File: config.mk
export PLATFORM = sky130hd
export DESIGN_NAME = rx_output_gating_config
export DESIGN_NICKNAME = d
export VERILOG_FILES = /design/src/rtl/rx_gating_pkg.sv /design/src/rtl/rx_output_gating_config.sv /design/src/rtl/sync3.sv
export SDC_FILE = /design/constraint.sdc
export NUM_CORES = 1
export LEC_CHECK = 0
export ABC_AREA = 1
export ABC_CLOCK_PERIOD_IN_PS = 1600
export BUFFER_PORTS_ARGS = -buffer_cell sky130_fd_sc_hd__buf_4
export CAP_MARGIN = 20
export CORE_MARGIN = 5
export CORE_UTILIZATION = 50
export CTS_CLUSTER_SIZE = 28
export DETAILED_ROUTE_END_ITERATION = 12
export PLACE_DENSITY = 0.7
export SETUP_SLACK_MARGIN = 0.5
export SKIP_LAST_GASP = 1
export SLEW_MARGIN = 40
export SYNTH_ARGS = -nofsm -noshare
export SYNTH_HDL_FRONTEND = slang
export SYNTH_SLANG_ARGS = --single-unit
export TNS_END_PERCENT = 30
File: constraint.sdc
create_clock -name clk -period 1.6 [get_ports clk]
set_input_delay 0.32 -clock clk [delete_from_list [all_inputs] [get_ports clk]]
set_output_delay 0.32 -clock clk [all_outputs]
set_load 0.005 [all_outputs]
File: src/rtl/rx_gating_pkg.sv
package rx_gating_pkg;

    // register map of the two-wire serial port
    localparam logic [7:0] EVEN_LANE_DISABLE_ADDR = 8'h1e;
    localparam logic [7:0] GATING_ADDR            = 8'h1f;
    localparam logic [7:0] CFG_DEFAULT            = 8'h00;
    localparam logic [7:0] UNMAPPED_READ          = 8'h00;

    // serial port framing
    localparam logic [3:0] BITS_PER_BYTE = 4'h8;
    localparam logic [6:0] DEV_ADDR_DEFAULT = 7'h2a; // value is arbitrary

    // lane count per pixel channel, lanes a..e at bits 4..0
    localparam int LANES = 5;

    // wait counter terminal counts, in link clock cycles
    localparam int          WAIT_W  = 12;
    localparam logic [11:0] WAIT_1K = 12'h400;
    localparam logic [11:0] WAIT_2K = 12'h800;

    // output-availability policy, field bits 7:6
    typedef enum logic [1:0] {
        AVAIL_COUNT      = 2'h0,
        AVAIL_COUNT_2K   = 2'h1,
        AVAIL_ALIGNED    = 2'h2,
        AVAIL_CLK_SEEN   = 2'h3
    } avail_mode_t;

    // register 0x1f layout
    typedef struct packed {
        avail_mode_t mode;
        logic        wait_2k;
        logic [4:0]  odd_dis;
    } gating_cfg_t;

    // register 0x1e layout
    typedef struct packed {
        logic [2:0] rsvd;
        logic [4:0] even_dis;
    } even_cfg_t;

    // asynchronous bus and status pins that are synchronised together
    typedef struct packed {
        logic scl;
        logic sda;
        logic link_clk;
        logic clk_present;
        logic pll_aligned;
    } async_pins_t;

    localparam int          ASYNC_W    = 5;
    localparam logic [4:0]  ASYNC_IDLE = 5'h18; // bus lines idle high

endpackage

File: src/rtl/rx_output_gating_config.sv
`timescale 1ns/1ns
`default_nettype none

module rx_output_gating_config #(
    parameter logic [6:0] DEV_ADDR = rx_gating_pkg::DEV_ADDR_DEFAULT
) (
    // clock and resets
    input  wire logic       clk,
    input  wire logic       reset_n,
    input  wire logic       power_on_reset_n,
    // two-wire serial port
    input  wire logic       scl,
    input  wire logic       sda_in,
    output logic            sda_out,
    output logic            sda_oe,
    // link status from the receiver front end
    input  wire logic       link_clk,
    input  wire logic       clk_present,
    input  wire logic       pll_aligned,
    // output gating
    output logic            outputs_live,
    output logic [4:0]      even_lane_en,
    output logic [4:0]      odd_lane_en
);

    typedef enum logic [3:0] {
        ST_IDLE, ST_ADDR, ST_ADDR_ACK, ST_PTR, ST_PTR_ACK,
        ST_WDATA, ST_WDATA_ACK, ST_RDATA, ST_RDATA_ACK
    } ser_state_t;

    // synchronised pins
    rx_gating_pkg::async_pins_t pins_raw;
    rx_gating_pkg::async_pins_t pins;
    rx_gating_pkg::async_pins_t pins_prev_r;

    assign pins_raw = '{scl: scl, sda: sda_in, link_clk: link_clk,
                        clk_present: clk_present, pll_aligned: pll_aligned};

    sync3 #(
        .WIDTH (rx_gating_pkg::ASYNC_W),
        .INIT  (rx_gating_pkg::ASYNC_IDLE)
    ) u_sync (
        .clk      (clk),
        .reset_n  (reset_n),
        .async_in (pins_raw),
        .level    (pins)
    );

    logic scl_rise;
    logic scl_fall;
    logic start_cond;
    logic stop_cond;
    logic link_edge;

    // edges taken from the filtered levels only
    assign scl_rise   = pins.scl & ~pins_prev_r.scl;
    assign scl_fall   = ~pins.scl & pins_prev_r.scl;
    assign start_cond = pins.scl & pins_prev_r.scl & pins_prev_r.sda & ~pins.sda;
    assign stop_cond  = pins.scl & pins_prev_r.scl & ~pins_prev_r.sda & pins.sda;
    assign link_edge  = pins.link_clk & ~pins_prev_r.link_clk;

    always_ff @(posedge clk or negedge reset_n) begin
        if (!reset_n) begin
            pins_prev_r <= rx_gating_pkg::ASYNC_IDLE;
        end else begin
            pins_prev_r <= pins;
        end
    end

    // mapped-address decode, used by the write path; the read path compares the pointer directly
    function automatic logic is_mapped(input logic [7:0] a);
        is_mapped = (a == rx_gating_pkg::EVEN_LANE_DISABLE_ADDR) ||
                    (a == rx_gating_pkg::GATING_ADDR);
    endfunction

    // configuration registers
    rx_gating_pkg::gating_cfg_t gating_r;
    rx_gating_pkg::gating_cfg_t gating_nxt;
    rx_gating_pkg::even_cfg_t   even_r;
    rx_gating_pkg::even_cfg_t   even_nxt;

    // serial engine state
    ser_state_t  state_r;
    ser_state_t  state_nxt;
    logic [3:0]  cnt_r;
    logic [3:0]  cnt_nxt;
    logic [7:0]  shift_r;
    logic [7:0]  shift_nxt;
    logic [7:0]  ptr_r;
    logic [7:0]  ptr_nxt;
    logic        rw_r;
    logic        rw_nxt;
    logic        acked_r;
    logic        acked_nxt;
    logic        sda_out_nxt;
    logic        sda_oe_nxt;
    logic        wr_en;
    logic [7:0]  rd_data;

    // readback; reserved bits of 0x1e read as zero
    always_comb begin
        if (ptr_r == rx_gating_pkg::GATING_ADDR) begin
            rd_data = gating_r;
        end else if (ptr_r == rx_gating_pkg::EVEN_LANE_DISABLE_ADDR) begin
            rd_data = {3'h0, even_r.even_dis};
        end else begin
            rd_data = rx_gating_pkg::UNMAPPED_READ;
        end
    end

    // serial protocol: address, pointer, then data with auto-increment
    always_comb begin
        state_nxt   = state_r;
        cnt_nxt     = cnt_r;
        shift_nxt   = shift_r;
        ptr_nxt     = ptr_r;
        rw_nxt      = rw_r;
        acked_nxt   = acked_r;
        sda_out_nxt = sda_out;
        sda_oe_nxt  = sda_oe;
        wr_en       = 1'b0;
        if (start_cond) begin
            state_nxt  = ST_ADDR;
            cnt_nxt    = 4'h0;
            sda_oe_nxt = 1'b0;
        end else if (stop_cond) begin
            state_nxt  = ST_IDLE;
            sda_oe_nxt = 1'b0;
        end else if (scl_rise) begin
            case (state_r)
                ST_ADDR, ST_PTR, ST_WDATA: begin
                    shift_nxt = {shift_r[6:0], pins.sda};
                    cnt_nxt   = cnt_r + 4'h1;
                end
                ST_RDATA: begin
                    cnt_nxt = cnt_r + 4'h1;
                end
                ST_RDATA_ACK: begin
                    acked_nxt = ~pins.sda;
                    if (!pins.sda) begin
                        ptr_nxt = ptr_r + 8'h01;
                    end
                end
                default: begin
                end
            endcase
        end else if (scl_fall) begin
            case (state_r)
                ST_ADDR: begin
                    if (cnt_r == rx_gating_pkg::BITS_PER_BYTE) begin
                        if (shift_r[7:1] == DEV_ADDR) begin
                            state_nxt   = ST_ADDR_ACK;
                            rw_nxt      = shift_r[0];
                            sda_out_nxt = 1'b0;
                            sda_oe_nxt  = 1'b1;
                        end else begin
                            state_nxt = ST_IDLE; // another target on the bus
                        end
                    end
                end
                ST_PTR: begin
                    if (cnt_r == rx_gating_pkg::BITS_PER_BYTE) begin
                        state_nxt   = ST_PTR_ACK;
                        ptr_nxt     = shift_r;
                        sda_out_nxt = 1'b0;
                        sda_oe_nxt  = 1'b1;
                    end
                end
                ST_WDATA: begin
                    if (cnt_r == rx_gating_pkg::BITS_PER_BYTE) begin
                        state_nxt   = ST_WDATA_ACK;
                        wr_en       = 1'b1;
                        sda_out_nxt = 1'b0;
                        sda_oe_nxt  = 1'b1;
                    end
                end
                ST_ADDR_ACK: begin
                    cnt_nxt = 4'h0;
                    if (rw_r) begin
                        state_nxt   = ST_RDATA;
                        shift_nxt   = rd_data;
                        sda_out_nxt = rd_data[7];
                        sda_oe_nxt  = 1'b1;
                    end else begin
                        state_nxt  = ST_PTR;
                        sda_oe_nxt = 1'b0;
                    end
                end
                ST_PTR_ACK, ST_WDATA_ACK: begin
                    state_nxt  = ST_WDATA;
                    cnt_nxt    = 4'h0;
                    sda_oe_nxt = 1'b0;
                    if (state_r == ST_WDATA_ACK) begin
                        ptr_nxt = ptr_r + 8'h01;
                    end
                end
                ST_RDATA: begin
                    if (cnt_r == rx_gating_pkg::BITS_PER_BYTE) begin
                        state_nxt  = ST_RDATA_ACK;
                        sda_oe_nxt = 1'b0;
                    end else begin
                        shift_nxt   = {shift_r[6:0], 1'b0};
                        sda_out_nxt = shift_r[6];
                    end
                end
                ST_RDATA_ACK: begin
                    cnt_nxt = 4'h0;
                    if (acked_r) begin
                        state_nxt   = ST_RDATA;
                        shift_nxt   = rd_data;
                        sda_out_nxt = rd_data[7];
                        sda_oe_nxt  = 1'b1;
                    end else begin
                        state_nxt = ST_IDLE; // host ended the read
                    end
                end
                default: begin
                end
            endcase
        end
    end

    always_ff @(posedge clk or negedge reset_n) begin
        if (!reset_n) begin
            state_r <= ST_IDLE;
            cnt_r   <= 4'h0;
            shift_r <= 8'h00;
            ptr_r   <= 8'h00;
            rw_r    <= 1'b0;
            acked_r <= 1'b0;
            sda_out <= 1'b0;
            sda_oe  <= 1'b0;
        end else begin
            state_r <= state_nxt;
            cnt_r   <= cnt_nxt;
            shift_r <= shift_nxt;
            ptr_r   <= ptr_nxt;
            rw_r    <= rw_nxt;
            acked_r <= acked_nxt;
            sda_out <= sda_out_nxt;
            sda_oe  <= sda_oe_nxt;
        end
    end

    // register writes; unmapped pointers are acked but store nothing
    always_comb begin
        gating_nxt = gating_r;
        even_nxt   = even_r;
        if (wr_en && is_mapped(ptr_r)) begin
            if (ptr_r == rx_gating_pkg::GATING_ADDR) begin
                gating_nxt = shift_r;
            end else begin
                even_nxt = {3'h0, shift_r[4:0]};
            end
        end
    end

    // only power-up clears these, so a functional reset keeps the setup
    always_ff @(posedge clk or negedge power_on_reset_n) begin
        if (!power_on_reset_n) begin
            gating_r <= rx_gating_pkg::CFG_DEFAULT;
            even_r   <= rx_gating_pkg::CFG_DEFAULT;
        end else begin
            gating_r <= gating_nxt;
            even_r   <= even_nxt;
        end
    end

    // wait counter on link clock edges; only sees link clocks well below clk/2
    localparam int LANES_W = rx_gating_pkg::LANES;
    logic [rx_gating_pkg::WAIT_W-1:0] wait_r;
    logic [rx_gating_pkg::WAIT_W-1:0] wait_nxt;
    logic [rx_gating_pkg::WAIT_W-1:0] terminal;
    logic                              live_nxt;
    logic [LANES_W-1:0]                even_en_nxt;
    logic [LANES_W-1:0]                odd_en_nxt;

    always_comb begin
        if (gating_r.mode == rx_gating_pkg::AVAIL_COUNT_2K) begin
            terminal = rx_gating_pkg::WAIT_2K;
        end else if (gating_r.wait_2k) begin
            terminal = rx_gating_pkg::WAIT_2K;
        end else begin
            terminal = rx_gating_pkg::WAIT_1K;
        end
        wait_nxt = wait_r;
        if (!pins.clk_present) begin
            wait_nxt = '0;
        end else if (link_edge && wait_r < terminal) begin
            wait_nxt = wait_r + 1'b1;
        end
        case (gating_r.mode)
            rx_gating_pkg::AVAIL_CLK_SEEN: live_nxt = pins.clk_present;
            rx_gating_pkg::AVAIL_ALIGNED:
                live_nxt = pins.clk_present && wait_r >= terminal
                           && pins.pll_aligned;
            default: live_nxt = pins.clk_present && wait_r >= terminal;
        endcase
        // disabled lanes and a closed gate both hold the lane inactive
        even_en_nxt = live_nxt ? ~even_r.even_dis : '0;
        odd_en_nxt  = live_nxt ? ~gating_r.odd_dis : '0;
    end

    always_ff @(posedge clk or negedge reset_n) begin
        if (!reset_n) begin
            wait_r       <= '0;
            outputs_live <= 1'b0;
            even_lane_en <= '0;
            odd_lane_en  <= '0;
        end else begin
            wait_r       <= wait_nxt;
            outputs_live <= live_nxt;
            even_lane_en <= even_en_nxt;
            odd_lane_en  <= odd_en_nxt;
        end
    end

endmodule

`default_nettype wire

File: src/rtl/sync3.sv
`timescale 1ns/1ns
`default_nettype none

module sync3 #(
    parameter int               WIDTH = 1,
    parameter logic [WIDTH-1:0] INIT  = '0
) (
    // clock and reset
    input  wire logic             clk,
    input  wire logic             reset_n,
    // asynchronous input and its filtered level
    input  wire logic [WIDTH-1:0] async_in,
    output logic      [WIDTH-1:0] level
);

    logic [WIDTH-1:0] s1_r;
    logic [WIDTH-1:0] s2_r;
    logic [WIDTH-1:0] s3_r;
    logic [WIDTH-1:0] level_nxt;

    // a bit changes only once the second and third stages agree
    always_comb begin
        for (int i = 0; i < WIDTH; i++) begin
            level_nxt[i] = (s2_r[i] == s3_r[i]) ? s3_r[i] : level[i];
        end
    end

    // first stage feeds only the second
    always_ff @(posedge clk or negedge reset_n) begin
        if (!reset_n) begin
            s1_r  <= INIT;
            s2_r  <= INIT;
            s3_r  <= INIT;
            level <= INIT;
        end else begin
            s1_r  <= async_in;
            s2_r  <= s1_r;
            s3_r  <= s2_r;
            level <= level_nxt;
        end
    end

endmodule

`default_nettype wire

Word-level counts from Yosys, hierarchy flattened:

Cells that the tools add are included.
W data, S select, Z words.

* bitwise gates (word level): 19
* mux-type cells: 64
* reductions and logical operators: 29
* equal/unequal tests: 45
* order comparisons: 2
* add/subtract/negate cells: 3

Operators with widths (count)
* $mux W8: 13
* $mux W4: 14
* $mux W12: 4
* $pmux W4 S7: 1
* $ne A4 B4 Y1 const B: 6
* $pmux W8 S3: 1
* $reduce_and A8 Y1: 3
* $mux W1: 21
* $eq A4 B3 Y1 const B: 4
* $eq A8 B5 Y1 const B: 2
* $ne A2 B2 Y1 const B: 8
* $pmux W8 S2: 1
* $mux W5: 3
* $ne A3 B3 Y1 const B: 5
* $reduce_and A7 Y1: 2
* $add A12 B1 Y12 const B: 1
* $ge A12 B12 Y1: 1
* $lt A12 B12 Y1: 1
* $reduce_bool A3 Y1: 4
* $reduce_and A11 Y1: 1
* $not A5 Y5: 2
* $not A1 Y1: 9
* $reduce_bool A9 Y1: 1
* $add A8 B1 Y8 const B: 1
* 29 further kinds: 53

* logic and storage cells: 189
* bits of input ports: 8
* flip-flop bits (word level): 87
* output and inout port bits: 13

Logic depth before layout (Yosys ltp):

Gate-level depths: netlist (run 1).

* depth in word-level cells: 9
* depth in mapped cells: 13
* depth with buffers taken out: 12

Hierarchy:

Synthesis (run 1) repeated with hierarchy kept, for this count alone.

* cells, all modules: 586
* area total of the unflattened synthesis: 4513.1 um^2

By module, submodules not included
* rx_output_gating_config: area an instance 3921.3 um^2, times used 1, sequential area each 1679.1 um^2, cells an instance 546
* sync3: area an instance 591.8 um^2, times used 1, sequential area each 510.5 um^2, cells an instance 40

Worst setup path after synthesis (run 1):

OpenSTA, ideal clock, no wires.

* path type: register to register
* start: register gating_r[7] in the netlist's numbering
* end: register wait_r[11] in the netlist's numbering
* slack: -0.201 ns
* arrival time: 1.684 ns
* path buffers: 0
* library setup time: 0.117 ns
* data required time: 1.483 ns
* period minus slack after synthesis: 1.801 ns
* stages on the path, launching flop included: 10
* cells stage by stage: dfrtp_1 nor2_1 nor2_1 ha_1 a21oi_1 nand2_1 nor3_1 nand3_1 nor2_1 nor2_1

* word-level cells in the longest chain between the ends: 5

Ends and longest elaborated chain
* start: declaration: line rx_output_gating_config.sv:77 `rx_gating_pkg::gating_cfg_t gating_r;`
* start signal: assignment: line rx_output_gating_config.sv:261 `gating_r <= rx_gating_pkg::CFG_DEFAULT;`
* start signal: assignment: line rx_output_gating_config.sv:264 `gating_r <= gating_nxt;`
* $eq A2 B1 Y1: line rx_output_gating_config.sv:279 `if (gating_r.mode == rx_gating_pkg::AVAIL_COUNT_2K) begin`
* $mux W12: line rx_output_gating_config.sv:279
* $lt A12 B12 Y1: line rx_output_gating_config.sv:289 `end else if (link_edge && wait_r < terminal) begin`
* $logic_and A1 B1 Y1: line rx_output_gating_config.sv:289
* $ne A2 B2 Y1 (no source line)
* end signal: assignment: line rx_output_gating_config.sv:311 `wait_r <= wait_nxt;`
* end: declaration: line rx_output_gating_config.sv:271 `logic [rx_gating_pkg::WAIT_W-1:0] wait_r;`

Every way passes these cells.
A chain may end at the register's enable or synchronous reset.

Worst setup path after layout (run 1):

* start: register pins_prev_r[3] in the netlist's numbering
* end: register ptr_r[6]

* word-level cells in the longest chain between the ends: 5
* elaborated cells on any way between the ends: 8
* classes of those cells: bitwise: 7; reduce/logical: 1

Ends and longest elaborated chain
* start: declaration: line rx_output_gating_config.sv:34 `rx_gating_pkg::async_pins_t pins_prev_r;`
* start signal: assignment: line rx_output_gating_config.sv:64 `pins_prev_r <= rx_gating_pkg::ASYNC_IDLE;`
* start signal: assignment: line rx_output_gating_config.sv:66 `pins_prev_r <= pins;`
* $not A1 Y1: line rx_output_gating_config.sv:59 `assign stop_cond = pins.scl & pins_prev_r.scl & ~pins_prev_r.sda & pins.sda;`
* $and A1 B1 Y1 (2 in a row): line rx_output_gating_config.sv:59
* $not A1 Y1 (no source line)
* $reduce_and A8 Y1 (no source line) (*)
* end signal: assignment: line rx_output_gating_config.sv:237 `ptr_r <= ptr_nxt;`
* end: declaration: line rx_output_gating_config.sv:89 `logic [7:0] ptr_r;`

Every way passes the cells marked *; elsewhere a longest branch is shown, timed or not.

==> flow_summary_export.csv, run 1 <==
group,metric,value,unit
run_status,status,"finished, violations left",
run_status,failed_checks,"setup timing",
worst_setup_path,path_cells,"inv_1 -> nand3_4 -> nand2_4 -> buf_4 -> buf_4 -> nor3_4 -> nand2_2 -> buf_4 -> nand2_1 -> nand2_1",
sta,setup_viol,61,
layout,final_util,63.6,%
cts,insertion_delay,0.37,ns
power,leakage,0.00281,µW
floorplanning,fp.coreArea,9110,µm²
worst_setup_path,arrival,2.03,ns
sta,timing.hold.ws,0.0536,ns
routing,routedLengthMet1,4700,µm
routing,drtPass1Iterations,4,
worst_setup_path,end_kind,"register",
worst_setup_path,crit_required,1.87,ns
routing,via_per_inst,5.33,
floorplanning,num_io_pins,21,
synth,synth_seq_cells,87,
global_routing,antenna_found_initial,0,
cts,cts_max_path_buffers,2,
worst_setup_path,slowest_delay,0.56,ns
synth,ys_warn_count,0,
sta,fin_crit_sh,110,%
cts,cts_made_buffers,9,
global_routing,overflow,0,
worst_setup_path,crit_top_cell,"buf_4",
sta,worst_slack,-0.163,ns
power,power_density,871,nW/µm²
layout,layout.nets,666,
floorplanning,die-height,106,µm
placed_design,hpwl,7950,µm
sta,rsz0062_at_grt,"yes",
synth,netlist.area_leader.share,41.9,%
power,p_switching,1530,µW
cts,clkSinkCount,87,
global_routing,grt_util_all_layers,21.0,%
power,p_sw_share,30.3,%
synth,synth_commonest_cells,"178 x nand2_1, 77 x dfrtp_1, 53 x inv_1, 49 x nor2_1, 37 x nand3_1",
power,p_int,3520,µW
global_routing,first_global_vias,4009,
floorplanning,die_area,11200,µm²
synth,synth_cells,566,
routing,vias,4065,
floorplanning,die_w,106,µm
synth,synthesis.area,4600,µm²
cts,cts-root-buf,"clkbuf_8",
synth,synth_top_area_cell,"dfrtp_1",
synth,synth-edff-count,0,
layout,drive_gt1_share,30.4,%
worst_setup_path,crit_slowest_cell,"dfstp_2",
placed_design,globalplace.congestion,0.887,
floorplanning,fp-row-count,35,
routing,routed.top_layer,"met4",
sta,fmax,0.567,GHz
sta,slew_headroom,58.6,%
layout,n_antenna_cell,0,
routing,met3_length,518,µm
synth,yosysSeqAreaShare,47.6,%
sta,setup_tns,-4.88,ns
routing,wire_per_inst,14.4,µm
cts,clkTransAtPathRegs,0.09,ns
sta,slew_viol_final,0,
placed_design,port_buffers,20,
worst_setup_path,critical_path_class,"reg -> reg",
power,clkPwrFrac,32.0,%
sta,worst_slew_pin_slew,0.621,ns
synth,synth_cell_types,36,
floorplanning,start_util,50.5,%
routing,wl_met2,5290,µm
layout,area_growth,25.9,%
synth,synth.avg_cell_area,8.13,µm²
routing,ant_nets,0,
power,p_comb_share,19.1,%
global_routing,grt_max_degree,31,
routing,wirelength,10900,µm
global_routing,grt_pass1_wl,19000,µm
routing,drt_iter0_drc,157,
sta,fin_crit,1.76,ns
sta,clock_skew,0.0157,ns
power,p_seq_share,48.9,%
cts,h-tree-depth,3,
placed_design,post-place-ws,-0.206,ns
sta,hold_viol,0,
power,fin_total_pwr,5050,µW
routing,drc,0,
job,cap_violations,0,
worst_setup_path,path_max_fanout,5,
synth,synthArstFlopShare,100,%
cts,cts_tree,"yes",
power,max-vdd-ir-drop,542,µV
worst_hold_path,hold_class,"in -> reg",
synth,synth_nets,586,
synth,synth_area_leaders,"dfrtp_1 42%, nand2_1 15%, dfstp_2 5.7%",
worst_setup_path,critPathLaunchType,"register",
synth,synth_ff_type,"dfrtp_1",
synth,synth_most_common_cell,"nand2_1",
## per-layer routing
| metal | vias up | GRT usage, % |
|---|---|---|
| met3 | 42 | 3.83 |
| met2 | 129 | 34.9 |
| met4 | 0 | 10.5 |
| met1 | 1897 | 26.4 |
| li1 | 1997 | - |
| met5 | - | 0 |
## flip-flops by register name, indices dropped and copies added, names as in the netlist
register / count
outputs_live: 1
wait_r: 12
u_sync.s3_r: 5
pins_prev_r: 3
sda_out: 1
odd_lane_en: 5
gating_r: 8
u_sync.s2_r: 5
u_sync.s1_r: 5
acked_r: 1
u_sync.level: 5
even_r: 5
rw_r: 1
cnt_r: 4
state_r: 4
ptr_r: 8
shift_r: 8
even_lane_en: 5
sda_oe: 1
## cell type report
class	count	area, µm²
clock inverter	6	67.6
fill	780	3310
inverter	61	245
multi-input combinational	411	2400
tap	111	139
clock buffer	10	138
timing repair buffer	76	619
sequential	87	2190
## metrics by stage
| stage | area [µm²] | std cells |
|---|---|---|
| floorplan | 4690 | 566 |
| global placement | 5310 | 738 |
| detailed placement | 5310 | 738 |
| CTS | 5710 | 760 |
| global route | 5800 | 762 |
| finish | 5800 | 762 |
## power groups by stage
stage / Sequential, µW / Combinational, µW / Clock (µW)
final: 2470 / 963 / 1620
after global routing: 2490 / 1080 / 1750
after CTS: 2470 / 935 / 1660
after detailed placement: 2500 / 865 / 0
after global placement: 2490 / 833 / 0
after floorplan: 2480 / 515 / 0
## logic make-up after synthesis
| family | share of synthesized area (%) |
|---|---|
| DFF | 47.6 |
| AOI/OAI and AO/OA | 7.15 |
| and+or+nand+nor | 34.0 |
| adders and majority gates | 4.35 |
| xor gates and xnor gates | 0.761 |
| buffers and inverters | 6.17 |
## worst max-delay path, delay by kind of cell (launching register included)
family | cells | cell delay, ns
AND/OR/NAND/NOR | 6 | 0.58
buffers and inverters | 4 | 0.51
flip-flops | 1 | 0.56
## cell usage in the layout, fill, tap and decap left out, types with 19 or more instances in the layout
cell,Yosys,layout
dfrtp_1,77,77
nand4_1,23,23
buf_4,2,67
nand2_1,178,163
inv_1,53,49
nand3_1,37,34
nand2_2,9,19
nor2_1,49,39
o21ai_0,25,19
## repair_timing
action	in CTS	in global routing
cloned	2	0
hold buffers	2	0
setup endpoints to repair	77	78
pin swaps	10	11
gates resized for setup	37	25
hold endpoints to repair	25	0
buffers inserted	2	2
## path summary, 6_finish.rpt
| check | startpoint | end | slack, ns | depth (start not counted) |
|---|---|---|---|---|
| max reg2reg | pins_prev_r[3]$_DFF_PN1_ | ptr_r[6]$_DFFE_PN0P_ | -0.16 | 10 |
| max in group asynchronous | reset_n | u_sync.s2_r[3]$_DFF_PN1_ | 0.70 | 3 |
| min in group asynchronous | power_on_reset_n | even_r[4]$_DFFE_PN0P_ | 0.34 | 2 |
| min | sda_in | u_sync.s1_r[3]$_DFF_PN1_ | 0.05 | 1 |
| min reg2reg | u_sync.s1_r[1]$_DFF_PN0_ | u_sync.s2_r[1]$_DFF_PN0_ | 0.36 | 0 |
| max | pins_prev_r[3]$_DFF_PN1_ | ptr_r[6]$_DFFE_PN0P_ | -0.16 | 10 |
Note: power is estimated with default switching activity, not from simulation.
==> inputs of run 2 (changes only) <==
- GPL_TIMING_DRIVEN: not set -> 0
==> run 2 against run 1 <==
Against the previous run:
- the flow still finishes with violations (setup timing)
- flip-flop and latch count did not move
- count of clock-buffer cells in the layout did not move
- cell count fell by 1.6%
- non-clock buffer count fell by 11
- clock power fell by 5%
- clock skew barely moved
- hold slack improved by 0.0034 ns
- sequential share of layout area barely moved
- utilization barely moved
==> flow_summary_export.csv, run 2 (synthesis results as in run 1) <==
group,metric,value,unit
floorplanning,start_util,50.5,%
routing,wire_per_inst,14.1,µm
sta,setup_viol,58,
worst_setup_path,critical_path_class,"reg -> reg",
worst_setup_path,crit_start,"u_sync.level[4]$_DFFE_PN1N_",
sta,slew_headroom,56.5,%
power,leakage,0.00276,µW
global_routing,overflow,0,
layout,n_antenna_cell,0,
run_status,failed_checks,"setup timing",
global_routing,first_global_vias,3761,
floorplanning,fp.coreArea,9110,µm²
sta,clock_skew,0.0156,ns
sta,hold_viol,0,
sta,setup_tns,-8.42,ns
placed_design,port_buffers,20,
worst_setup_path,arrival,2.06,ns
layout,largest_reg_flops,12,
layout,layout_common_cells,"156 x nand2_1, 76 x dfrtp_1, 53 x buf_4",
power,max-vdd-ir-drop,664,µV
global_routing,grt.met1_usage,25.6,%
global_routing,antenna_found_initial,0,
layout,fin_cells,750,
floorplanning,num_io_pins,21,
cts,cts_max_path_buffers,2,
floorplanning,fp-row-count,35,
routing,ant_nets,0,
global_routing,grt_util_all_layers,19.2,%
sta,worst_slack,-0.208,ns
run_status,status,"finished, violations left",
worst_setup_path,r2r-start,"u_sync.level[4]$_DFFE_PN1N_",
sta,fin_crit_sh,113,%
cts,cts_made_buffers,9,
placed_design,dp.cells,697,
layout,layout.cells.most_common,"nand2_1",
placed_design,globalplace.congestion,0.925,
worst_setup_path,crit_required,1.85,ns
sta,slew_viol_final,0,
global_routing,grtUsageMet2,31.1,%
layout,final_util,63.6,%
floorplanning,die_area,11200,µm²
routing,drt_iter0_drc,195,
worst_setup_path,critPathLaunchType,"register",
layout,drive_gt1_share,32.2,%
routing,drc,0,
worst_setup_path,end_kind,"register",
routing,wirelength,10600,µm
floorplanning,die_w,106,µm
floorplanning,die-height,106,µm
cts,cts-root-buf,"clkbuf_8",
global_routing,met3_usage,3.58,%
routing,drtPass1Iterations,5,
power,power_density,863,nW/µm²
sta,timing.hold.ws,0.0570,ns
global_routing,grt_pass1_wl,17600,µm
placed_design,place_area,4990,µm²
placed_design,hpwl,7170,µm
cts,clkTransAtPathRegs,0.09,ns
cts,cts_tree,"yes",
layout,max_flop_register,"wait_r",
layout,area_growth,25.9,%
cts,insertion_delay,0.37,ns
worst_setup_path,path_max_fanout,5,
cts,h-tree-depth,3,
routing,vias,4012,
sta,worst_slew_pin_slew,0.653,ns
job,cap_violations,0,
global_routing,grt_max_degree,75,
routing,via_per_inst,5.35,
sta,fin_crit,1.81,ns
layout,layout.nets,654,
sta,fmax,0.553,GHz
global_routing,grt-busiest-layer,"met2",
sta,rsz0062_at_grt,"yes",
worst_hold_path,min_from,"sda_in",
layout,final_cell_area,5790,µm²
worst_hold_path,hold_class,"in -> reg",
cts,clkSinkCount,87,
-- run 2: cell types whose count changed in the layout (fill, tap and decap cells not counted), moves of 3 or more --
cell     before  now
buf_4        67   53
buf_8         0    4
inv_1        49   46
inv_4         2    5
nand2_1     163  156
nand2_2      19   22
nand3_1      34   28
nand3_2       3    8
nor2_1       39   36
nor2_4       12   15
-- run 2: path summary, 6_finish.rpt --
path                                             to  slack, ns  cells after the start
max                            ptr_r[5]$_DFFE_PN0P_      -0.21                     10
min                        u_sync.s1_r[3]$_DFF_PN1_       0.06                      1
max reg2reg                    ptr_r[5]$_DFFE_PN0P_      -0.21                     10
min reg2reg                u_sync.s2_r[1]$_DFF_PN0_       0.35                      0
max in group asynchronous    state_r[1]$_DFFE_PN0P_       0.58                      2
min in group asynchronous   gating_r[7]$_DFFE_PN0P_       0.33                      2
-- run 2: cell type report --
class | instances | area, µm²
Multi-Input combinational cell | 410 | 2490
Buffer | 8 | 80.1
Fill cell | 744 | 3320
Clock inverter | 6 | 46.3
Clock buffer | 10 | 149
Timing Repair Buffer | 57 | 452
Sequential cell | 87 | 2190
Tap cell | 111 | 139
Inverter | 61 | 248
-- run 2: report_power, final --
group | leakage [µW] | internal [µW] | switching (µW) | total, µW
logic | 0.00152 | 411 | 565 | 977
registers | 0.00114 | 2340 | 140 | 2480
clock network | 0.000105 | 681 | 861 | 1540
total | 0.00276 | 3430 | 1570 | 5000
-- run 2: metal layers --
metal / share of wire, % / vias to the layer above
met5: 0 / -
met4: 3.1 / 0
met3: 5.5 / 32
met2: 48 / 133
met1: 43 / 1873
li1: - / 1974
-- run 2: critical path, cell delays in order, from the launching register on --
cell and delay, ns:
dfstp_2 0.61, ha_4 0.19, inv_4 0.05, buf_8 0.13, nand4_1 0.11, nand2_1 0.08
nor2_2 0.14, nand2_2 0.11, buf_6 0.16, nand2_2 0.06, o21ai_2 0.05
-- run 2: timing repair --
item | CTS | global route
hold buffers | 2 | 0
gates resized for setup | 27 | 71
cloned | 3 | 0
setup buffers | 20 | 12
pin swaps | 12 | 32
endpoints found under the hold margin | 39 | 0
endpoints found under the setup margin | 77 | 134
-- run 2: per-stage QoR --
stage	worst slack, ns	total power (µW)
finish	-0.208	5000
global route	-0.338	5250
CTS	-0.187	4880
detailed placement	-0.348	3230
global placement	-0.309	3190
floorplan	-0.0639	3000
